### src/hpsd_pkg.sv
// package: register map, field layout and reset values of the port status block
package hpsd_pkg;
    localparam logic [11:0] PORT_ONE_STATUS_CONTROL_OFF    = 12'h064;
    localparam logic [11:0] ISO_DESCRIPTOR_DONE_BITMAP_OFF = 12'h130;
    localparam logic [11:0] CFG_OFF                        = 12'h200;
    localparam logic [11:0] IRQ_STATUS_OFF                 = 12'h204;
    localparam logic [11:0] IRQ_MASK_OFF                   = 12'h208;

    localparam int TEST_SELECT_LSB     = 16;
    localparam int INDICATOR_CTRL_LSB  = 14;
    localparam int HANDOFF_OWNER_BIT   = 13;
    localparam int VBUS_POWER_ON_BIT   = 12;
    localparam int LINE_PLUS_BIT       = 11;
    localparam int LINE_MINUS_BIT      = 10;
    localparam int BUS_RESET_BIT       = 8;
    localparam int PORT_ASLEEP_BIT     = 7;
    localparam int RESUME_FORCE_BIT    = 6;
    localparam int LINK_ENABLED_BIT    = 2;
    localparam int ATTACH_CHANGE_BIT   = 1;
    localparam int ATTACHED_BIT        = 0;

    // configuration register bits
    localparam int CFG_ROUTING_BIT     = 0;
    localparam int CFG_INDICATOR_BIT   = 1;
    localparam int CFG_PWR_SWITCH_BIT  = 2;

    // interrupt status bits
    localparam int IRQ_ATTACH_BIT      = 0;
    localparam int IRQ_DONE_BIT        = 1;

    localparam logic [3:0]  TEST_SELECT_RST  = 4'h0;
    localparam logic [1:0]  INDICATOR_RST    = 2'h0;
    localparam logic        HANDOFF_RST      = 1'b1;
    localparam logic [31:0] DONE_MAP_RST     = 32'h00000000;
    localparam logic [2:0]  CFG_RST          = 3'h0;
    localparam logic [1:0]  IRQ_RST          = 2'h0;
endpackage

### src/hpsd_regs.sv
// register bank: port one status/control, iso done bitmap, config and interrupts
//
// Added by the designer: the APB interface to the registers.
`timescale 1ns/1ps
module hpsd_regs
    import hpsd_pkg::*;
(
    input  wire logic        clk,
    input  wire logic        nrst,
    input  wire logic        psel,
    input  wire logic        penable,
    input  wire logic        pwrite,
    input  wire logic [11:0] paddr,
    input  wire logic [31:0] pwdata,
    output logic      [31:0] prdata,
    output logic             pready,
    output logic             pslverr,
    input  wire logic        plus_line,
    input  wire logic        minus_line,
    input  wire logic        port_in_reset,
    input  wire logic        port_suspended,
    input  wire logic        port_resume,
    input  wire logic        port_enabled,
    input  wire logic        device_present,
    input  wire logic [31:0] descriptor_done,
    output logic      [3:0]  test_select,
    output logic      [1:0]  indicator_ctrl,
    output logic             handoff_owner,
    output logic             vbus_power_on,
    output logic             irq
);
    import hpsd_pkg::*;

    ////////////////////////////////////////////////////////////////////////
    // pin synchronisers; stage one is read only by stage two
    logic [5:0] sync1_reg;
    logic [5:0] sync2_reg;
    wire  [5:0] pins_raw = {plus_line, minus_line, port_in_reset,
                            port_suspended, port_resume, port_enabled};
    logic       present_s1_reg;
    logic       present_s2_reg;

    always_ff @(posedge clk or negedge nrst) begin
        if (!nrst) begin
            sync1_reg      <= 6'h00;
            sync2_reg      <= 6'h00;
            present_s1_reg <= 1'b0;
            present_s2_reg <= 1'b0;
        end else begin
            sync1_reg      <= pins_raw;
            sync2_reg      <= sync1_reg;
            present_s1_reg <= device_present;
            present_s2_reg <= present_s1_reg;
        end
    end

    wire s_plus    = sync2_reg[5];
    wire s_minus   = sync2_reg[4];
    wire s_reset   = sync2_reg[3];
    wire s_suspend = sync2_reg[2];
    wire s_resume  = sync2_reg[1];
    wire s_enabled = sync2_reg[0];

    ////////////////////////////////////////////////////////////////////////
    // apb decode; one wait-free access phase
    wire        access   = psel & penable;
    wire        wr_en    = access & pwrite;
    wire        rd_en    = access & ~pwrite;
    wire        hit_port = (paddr == PORT_ONE_STATUS_CONTROL_OFF);
    wire        hit_done = (paddr == ISO_DESCRIPTOR_DONE_BITMAP_OFF);
    wire        hit_cfg  = (paddr == CFG_OFF);
    wire        hit_ists = (paddr == IRQ_STATUS_OFF);
    wire        hit_imsk = (paddr == IRQ_MASK_OFF);
    wire        mapped   = hit_port | hit_done | hit_cfg | hit_ists | hit_imsk;
    wire        wr_port  = wr_en & hit_port;
    wire        wr_cfg   = wr_en & hit_cfg;

    ////////////////////////////////////////////////////////////////////////
    // configuration: routing, indicator and power switch capability
    logic [2:0] cfg_reg;
    logic       routing_prev_reg;
    wire  [2:0] cfg_next = wr_cfg ? pwdata[2:0] : cfg_reg;
    wire        routing_configured   = cfg_reg[CFG_ROUTING_BIT];
    wire        indicator_capable    = cfg_reg[CFG_INDICATOR_BIT];
    wire        power_switch_capable = cfg_reg[CFG_PWR_SWITCH_BIT];
    wire        routing_rise         = routing_configured & ~routing_prev_reg;

    always_ff @(posedge clk or negedge nrst) begin
        if (!nrst) begin
            cfg_reg          <= CFG_RST;
            routing_prev_reg <= 1'b0;
        end else begin
            cfg_reg          <= cfg_next;
            routing_prev_reg <= routing_configured;
        end
    end

    ////////////////////////////////////////////////////////////////////////
    // port control fields
    logic [3:0] test_sel_reg;
    logic [1:0] ind_reg;
    logic       owner_reg;
    logic       power_reg;

    wire [3:0] test_sel_next = wr_port ? pwdata[TEST_SELECT_LSB +: 4] : test_sel_reg;
    wire [1:0] ind_next = (wr_port & indicator_capable) ?
                          pwdata[INDICATOR_CTRL_LSB +: 2] : ind_reg;
    // fixed power when switching is absent: port is powered from the first clock after reset (reset loads zero)
    wire       power_next = !power_switch_capable ? 1'b1 :
                            (wr_port ? pwdata[VBUS_POWER_ON_BIT] : power_reg);
    // configured low forces one; rising edge clears; otherwise software owns it
    wire       owner_next = !routing_configured ? 1'b1 :
                            routing_rise ? 1'b0 :
                            (wr_port ? pwdata[HANDOFF_OWNER_BIT] : owner_reg);

    always_ff @(posedge clk or negedge nrst) begin
        if (!nrst) begin
            test_sel_reg <= TEST_SELECT_RST;
            ind_reg      <= INDICATOR_RST;
            owner_reg    <= HANDOFF_RST;
            power_reg    <= 1'b0;
        end else begin
            test_sel_reg <= test_sel_next;
            ind_reg      <= ind_next;
            owner_reg    <= owner_next;
            power_reg    <= power_next;
        end
    end

    ////////////////////////////////////////////////////////////////////////
    // connect status and change flag
    logic attached_reg;
    logic change_reg;
    wire  attach_edge = present_s2_reg ^ attached_reg;
    // a new edge wins over a simultaneous write-one clear
    wire  change_next = attach_edge ? 1'b1 :
                        ((wr_port & pwdata[ATTACH_CHANGE_BIT]) ? 1'b0 : change_reg);

    always_ff @(posedge clk or negedge nrst) begin
        if (!nrst) begin
            attached_reg <= 1'b0;
            change_reg   <= 1'b0;
        end else begin
            attached_reg <= present_s2_reg;
            change_reg   <= change_next;
        end
    end

    ////////////////////////////////////////////////////////////////////////
    // iso done bitmap: completion sets, read clears, set wins
    logic [31:0] done_reg;
    wire         rd_done   = rd_en & hit_done;
    wire  [31:0] done_next = descriptor_done |
                             (rd_done ? 32'h00000000 : done_reg);

    always_ff @(posedge clk or negedge nrst) begin
        if (!nrst) begin
            done_reg <= DONE_MAP_RST;
        end else begin
            done_reg <= done_next;
        end
    end

    ////////////////////////////////////////////////////////////////////////
    // interrupts: attach change and descriptor completion, write one clears
    logic [1:0] ists_reg;
    logic [1:0] imsk_reg;
    logic       irq_reg;
    wire  [1:0] irq_events = {|descriptor_done, attach_edge};
    wire  [1:0] ists_clr   = (wr_en & hit_ists) ? pwdata[1:0] : 2'h0;
    wire  [1:0] ists_next  = irq_events | (ists_reg & ~ists_clr);
    wire  [1:0] imsk_next  = (wr_en & hit_imsk) ? pwdata[1:0] : imsk_reg;
    wire        irq_next   = |(ists_next & imsk_next);

    always_ff @(posedge clk or negedge nrst) begin
        if (!nrst) begin
            ists_reg <= IRQ_RST;
            imsk_reg <= IRQ_RST;
            irq_reg  <= 1'b0;
        end else begin
            ists_reg <= ists_next;
            imsk_reg <= imsk_next;
            irq_reg  <= irq_next;
        end
    end

    ////////////////////////////////////////////////////////////////////////
    // read data assembly; reserved bits read zero whatever software
    // writes to them, since the word is built up from zero
    function automatic logic [31:0] port_word(
        input logic [3:0] tsel,
        input logic [1:0] ind,
        input logic       own,
        input logic       pwr
    );
        logic [31:0] w;
        w = 32'h00000000;
        w[TEST_SELECT_LSB +: 4]    = tsel;
        w[INDICATOR_CTRL_LSB +: 2] = pwr ? ind : 2'h0;
        w[HANDOFF_OWNER_BIT]       = own;
        w[VBUS_POWER_ON_BIT]       = pwr;
        w[LINE_PLUS_BIT]           = s_plus;
        w[LINE_MINUS_BIT]          = s_minus;
        w[BUS_RESET_BIT]           = pwr & s_reset;
        w[PORT_ASLEEP_BIT]         = pwr & s_suspend;
        w[RESUME_FORCE_BIT]        = pwr & s_resume;
        w[LINK_ENABLED_BIT]        = pwr & s_enabled;
        w[ATTACH_CHANGE_BIT]       = pwr & change_reg;
        w[ATTACHED_BIT]            = pwr & attached_reg;
        return w;
    endfunction

    wire [31:0] rd_mux =
        hit_port ? port_word(test_sel_reg, ind_reg, owner_reg, power_reg) :
        hit_done ? done_next :
        hit_cfg  ? {29'h0, cfg_reg} :
        hit_ists ? {30'h0, ists_reg} :
        hit_imsk ? {30'h0, imsk_reg} : 32'h00000000;

    logic [31:0] prdata_reg;
    logic        pready_reg;
    logic        pslverr_reg;
    // answer registered one cycle after setup so outputs leave flip-flops;
    // done map word includes completions landing at the setup edge, else the
    // access-edge clear would drop them unseen
    wire         setup = psel & ~penable;

    always_ff @(posedge clk or negedge nrst) begin
        if (!nrst) begin
            prdata_reg  <= 32'h00000000;
            pready_reg  <= 1'b0;
            pslverr_reg <= 1'b0;
        end else begin
            prdata_reg  <= setup ? rd_mux : prdata_reg;
            pready_reg  <= setup;
            pslverr_reg <= setup & ~mapped;
        end
    end

    assign prdata         = prdata_reg;
    assign pready         = pready_reg;
    assign pslverr        = pslverr_reg;
    assign test_select    = test_sel_reg;
    assign indicator_ctrl = ind_reg;
    assign handoff_owner  = owner_reg;
    assign vbus_power_on  = power_reg;
    assign irq            = irq_reg;
endmodule

### config.mk
export PLATFORM = sky130hd
export DESIGN_NAME = hpsd_regs
export DESIGN_NICKNAME = d
export VERILOG_FILES = /design/src/hpsd_pkg.sv /design/src/hpsd_regs.sv
export SDC_FILE = /design/constraint.sdc
export NUM_CORES = 1
export LEC_CHECK = 0
export BUFFER_PORTS_ARGS = -buffer_cell sky130_fd_sc_hd__buf_2
export CAP_MARGIN = 20
export CORE_AREA = 2 2 77 115
export CTS_BUF_LIST = sky130_fd_sc_hd__clkbuf_8 sky130_fd_sc_hd__clkbuf_16
export DETAILED_ROUTE_END_ITERATION = 12
export DIE_AREA = 0 0 79 117
export MAX_ROUTING_LAYER = met4
export PLACE_DENSITY = 0.76
export SKIP_CTS_REPAIR_TIMING = 1
export SLEW_MARGIN = 20
export SYNTH_ARGS = -nofsm -noshare
export SYNTH_HDL_FRONTEND = slang
export SYNTH_SLANG_ARGS = --single-unit
### constraint.sdc
create_clock -name clk -period 1.78 [get_ports clk]
set_clock_uncertainty 0.15 [all_clocks]
set_input_delay 0.089 -clock clk [delete_from_list [all_inputs] [get_ports clk]]
set_output_delay 0.089 -clock clk [all_outputs]
set_load 0.03 [all_outputs]
Word level (Yosys, flattened, before mapping) --
Cells that the tools add are included. Widths: inputs -> output; s select.
Operators by class: eq/ne operators 7, muxes and demuxes 16, bitwise operators 33, reductions and logical operators 3
Operator list (count):
- $mux 32 | 3
- $eq 12x10->1 const B | 3
- $or 32x32->32 | 1
- $reduce_or 32->1 | 1
- $and 1x1->1 | 19
- $eq 12x7->1 const B | 1
- $eq 12x9->1 const B | 1
- $mux 2 | 5
- $mux 1 | 7
- $and 2x2->2 | 2
- $not 1->1 | 4
- $or 1x1->1 | 4
- $mux 3 | 1
- $ne 3x2->1 const B | 1
- $ne 2x2->1 const B | 1
- $not 2->2 | 1
- $or 2x2->2 | 1
- $reduce_bool 2->1 | 1
- $reduce_or 2->1 | 1
- $xor 1x1->1 | 1
Storage, ports and cells: flip-flop bits (word level) 99, bits of input ports 88, logic and storage cells 78

Depth between registers and ports, before layout --
depth after elaboration 9, gate-level depth with buffers 6

Worst setup path after synthesis --
No wires, ideal clock.
kind reg2reg, from register power_reg (netlist: vbus_power_on), to register prdata_reg[14] (netlist: prdata[14]), library setup time 0.135 ns, data arrival time 1.239 ns, data required time 1.495 ns, setup slack 0.256 ns, cell stages (with the launch flop) 6, path through dfrtp_1 > and3b_1 > and4_2 > buf_2 > a2bb2oi_1 > o21ai_0
Between the ends: longest elaborated chain between the ends 2
Ends and longest elaborated chain:
- start, declared | line hpsd_regs.sv:103 | logic power_reg;
- start signal, assigned | line hpsd_regs.sv:126 | power_reg <= power_next;
- $mux 2 | line hpsd_regs.sv:199 | w[INDICATOR_CTRL_LSB +: 2] = pwr ? ind : 2'h0;
- $mux 32 | line hpsd_regs.sv:214 | hit_port ? port_word(test_sel_reg, ind_reg, owner_reg, power_reg) :
- end signal, assigned | line hpsd_regs.sv:234 | prdata_reg <= setup ? rd_mux : prdata_reg;
- end, declared | line hpsd_regs.sv:220 | logic [31:0] prdata_reg;
No other way between the ends. A chain may end at the register's enable or synchronous reset.

Final worst setup path --
from input descriptor_done[15], to register irq_reg (netlist: irq)
Between the ends: longest elaborated chain between the ends 4
Ends and longest elaborated chain:
- start, declared | line hpsd_regs.sv:25 | input wire logic [31:0] descriptor_done,
- $reduce_or 32->1 | line hpsd_regs.sv:169 | wire [1:0] irq_events = {|descriptor_done, attach_edge};
- $or 2x2->2 | line hpsd_regs.sv:171 | wire [1:0] ists_next = irq_events | (ists_reg & ~ists_clr);
- via ists_next[1] | line hpsd_regs.sv:171
- $and 2x2->2 | line hpsd_regs.sv:173 | wire irq_next = |(ists_next & imsk_next);
- $reduce_or 2->1 | line hpsd_regs.sv:173
- via irq_next | line hpsd_regs.sv:173
- end signal, assigned | line hpsd_regs.sv:183 | irq_reg <= irq_next;
- end, declared | line hpsd_regs.sv:168 | logic irq_reg;
The timed path passes the listed nets, and every way through them passes these cells.

==> impl_metrics.yaml <==
clocking:
  clock-sinks: 99
  clock_insertion_delay_worst_skew_ns: 0.34
  cts_buffers: 9
  cts.path.max_buffers: 2
  cts_tree: "done"
  cts_root_buf: "clkbuf_16"
  clk_pin_slew_worst_paths_ns: 0.07
  cts-htree-levels: 3
setup_path:
  crit_path_cell_chain: "dlygate4sd3_1, buf_2, nor4_1, nand4_1, a211o_1, o2bb2ai_1"
  worst_setup_path_start_kind: "primary input"
  worst-r2r-cell-count: 4
  worst-r2r-setup-slack_ns: 0.33
  worstPathBufferInverterCount: 2
  startpoint: "descriptor_done[15]"
  worst_path_largest_cell_delay_ns: 0.54
  path_delay_family: "buffers and inverters"
  timing.critical_path.depth: 6
  type_of_destination_of_the_critical_path: "flip-flop"
  regToRegEndpoint: "prdata[0]"
  timing_worst_setup_path_type: "primary input to flip-flop"
  cp.required_ns: 1.85
  critical_path.slowest_cell: "dlygate4sd3_1"
  cp.arrival_ns: 1.76
  crit_fanout: 3
  timing.rr.start: "vbus_power_on"
  crit_path_end: "irq"
drt:
  vias_per_inst: 5.453
  vias: 3408
  ant_nets: 0
  wirelength_um: 10370
  drt_drc_violations_left: 0
  post_drt_wl_per_cell_um: 16.59
  first_iter_violations: 183
  detailedRoute.firstPassIterationCount: 4
timing:
  setup_viol_count_final: 0
  max_slew.worst_pin.slew_ns: 0.4926
  finalMaxSlewViolations: 0
  hold_violations: 1
  final.hold.worst_slack_ns: -0.0007140
  layout_min_cycle_time_ns: 1.695
  max_freq_mhz: 589.9
  max-slew-margin-rel: 0.6716
  fin_setup_tns_ns: 0
  rsz0062_at_grt: "false"
  post-route-period-util: 0.9523
synth:
  synth_cell_type_count: 43
  dominant_combinational_cell_family_by_area_after_synthesis: "compound AO/OA/AOI/OAI gates"
  synth-seq-area-share: 0.6160
  synth.mux.area_fraction: 0.03047
  synthXorXnorAreaFrac: 0.002177
  post_synth.cell_area_avg_um2: 11.63
  async_flop_share: 1.000
  yosysWarnings: 0
  synth-edff-count: 0
  postSynthRegisterBits: 99
  postSynthNetCount: 434
  synthAdderAreaFrac: 0
  synth-compound-area-share: 0.1869
  dominantRegCellSynth: "dfrtp_1"
  netlist_area_um2: 4024
  post_syn_instances: 346
  yosys.area_share.simple: 0.1368
cells_and_area:
  diodes: 0
  fraction_of_layout_instances_using_a_drive_strength_above_1: 0.3050
  area.growth.synth_to_final_pct: 38.06
  leading_cell_type_in_the_layout_fill_and_taps_excluded: "buf_2"
  most_frequent_cells_in_the_layout: "buf_2, dfrtp_1, dlygate4sd3_1"
  final.fill_count: 676
  num-nets-final: 601
global_routing:
  grt.overflow.total: 0
  first_global_vias: 3117
  largest_net_degree_at_the_start_of_global_routing: 48
  first_pass_grt_wire_length_um: 15220
  initial_antenna_violation_count: 0
  track_usage: 0.2240
power:
  report.power.total_mw: 4.740
  share_of_power_burned_in_registers: 0.487
  peakVddDrop_mv: 0.5303
  p_int_mw: 3.627
  leakage_nw: 2.457
  switching_share: 0.2349
  power.switching_mw: 1.113
  power_per_cell_area_nw_per_um2: 853.2
  clkPwrFrac: 0.419
  share_comb_of_total_power: 0.094
placed_design:
  globalplace.congestion: 0.8957
  port_buffer_count: 109
  detailedPlacementHpwl_um: 7097
flow_run:
  timing.max_cap.violations: 0
floorplan:
  core_um2: 8310
  die_w_um: 79
  design.die.area_um2: 9243
  boundaryPins: 131
  dieHeight_um: 117
  rows: 41
  floorplan.initialDensity: 0.4842
worst_hold_path:
  timing.hold.worst_path_depth: 4
  hold_path_class: "primary input to flip-flop"
outcome:
  violations: "hold timing"
  status: "finished with violations"
[worst min-delay path by stage]
stage | to | from
final | vbus_power_on | pwrite
after detailed placement | sync1_reg[5] | nrst
after CTS | sync1_reg[5] | nrst
after floorplan | attached_reg | nrst
after global routing | vbus_power_on | pwrite
after global placement | test_select[3] | nrst
[layout make-up]
class                      instances  area [µm²]  share of cell area
tap                              107       133.9             0.02410
clock buffer                      10       239.0             0.04302
clock inverter                     6       71.32             0.01284
inverter                           4       15.01            0.002703
sequential                        99        2479              0.4462
multi-input combinational        226        1436              0.2586
timing repair buffer             173        1181              0.2126
[synthesized netlist by cell type (2+ instances only)]
master,number,area share
o21ai_1,8,0.010
a2bb2oi_1,9,0.020
and4_2,2,0.0050
nor4_1,10,0.016
nand2b_1,2,0.0031
mux2_2,10,0.028
nor2b_1,3,0.0047
clkbuf_1,9,0.0084
a21o_1,33,0.062
inv_1,4,0.0037
and3_1,2,0.0031
nand3b_1,3,0.0056
nor4_4,2,0.011
buf_6,3,0.0084
nand3_1,5,0.0062
buf_2,2,0.0025
a21oi_1,12,0.015
o31ai_1,2,0.0037
nand4_1,8,0.012
o21ai_0,43,0.053
dfrtp_1,98,0.61
nor2_1,11,0.010
nand2_1,34,0.032
buf_4,2,0.0037
and2_1,2,0.0031
a31oi_1,10,0.016
[tightest hold or removal path, cell delays in order]
cell	delay, ns
buf_2	0.12
nand3_1	0.08
o21ai_0	0.09
nand3_1	0.08
[routing by layer]
layer / track usage / share of wire / vias up
li1: - / - / 1596
met1: 0.2716 / 0.39 / 1641
met2: 0.3588 / 0.52 / 138
met3: 0.03834 / 0.044 / 33
met4: 0.1218 / 0.041 / 0
met5: - / 0 / -
[power groups by stage]
stage	Clock (mW)	Combinational [mW]	Sequential, mW
after global placement	0	0.349	2.35
final	1.99	0.446	2.31
after detailed placement	0	0.356	2.35
after CTS	2.04	0.357	2.31
after floorplan	0	0.0846	2.40
after global routing	2.12	0.485	2.31
[kinds of logic (layout without fill, tap and decap cells)]
group           count (synthesis)  count (layout)
compound gates                121             121
flops                          99              99
simple gates                   93              93
buf+inv                        21             193
mux                            11              11
xor+xnor                        1               1
[per-stage QoR]
step	setup slack (ns)	std cells	cell area (µm²)	hold slack (ns)	util
3_3_place_gp	0.09344	558	4735	-0.07685	0.5697
5_1_grt	0.03828	625	5555	0.02282	0.6685
3_5_place_dp	0.07362	558	4735	-0.06242	0.5697
2_1_floorplan	0.2565	346	4024	-0.3566	-
6_report	0.08482	625	5555	-0.0007140	0.6685
4_1_cts	0.3406	574	5045	-0.4288	0.6070
Note: power is estimated with default switching activity, not from simulation.
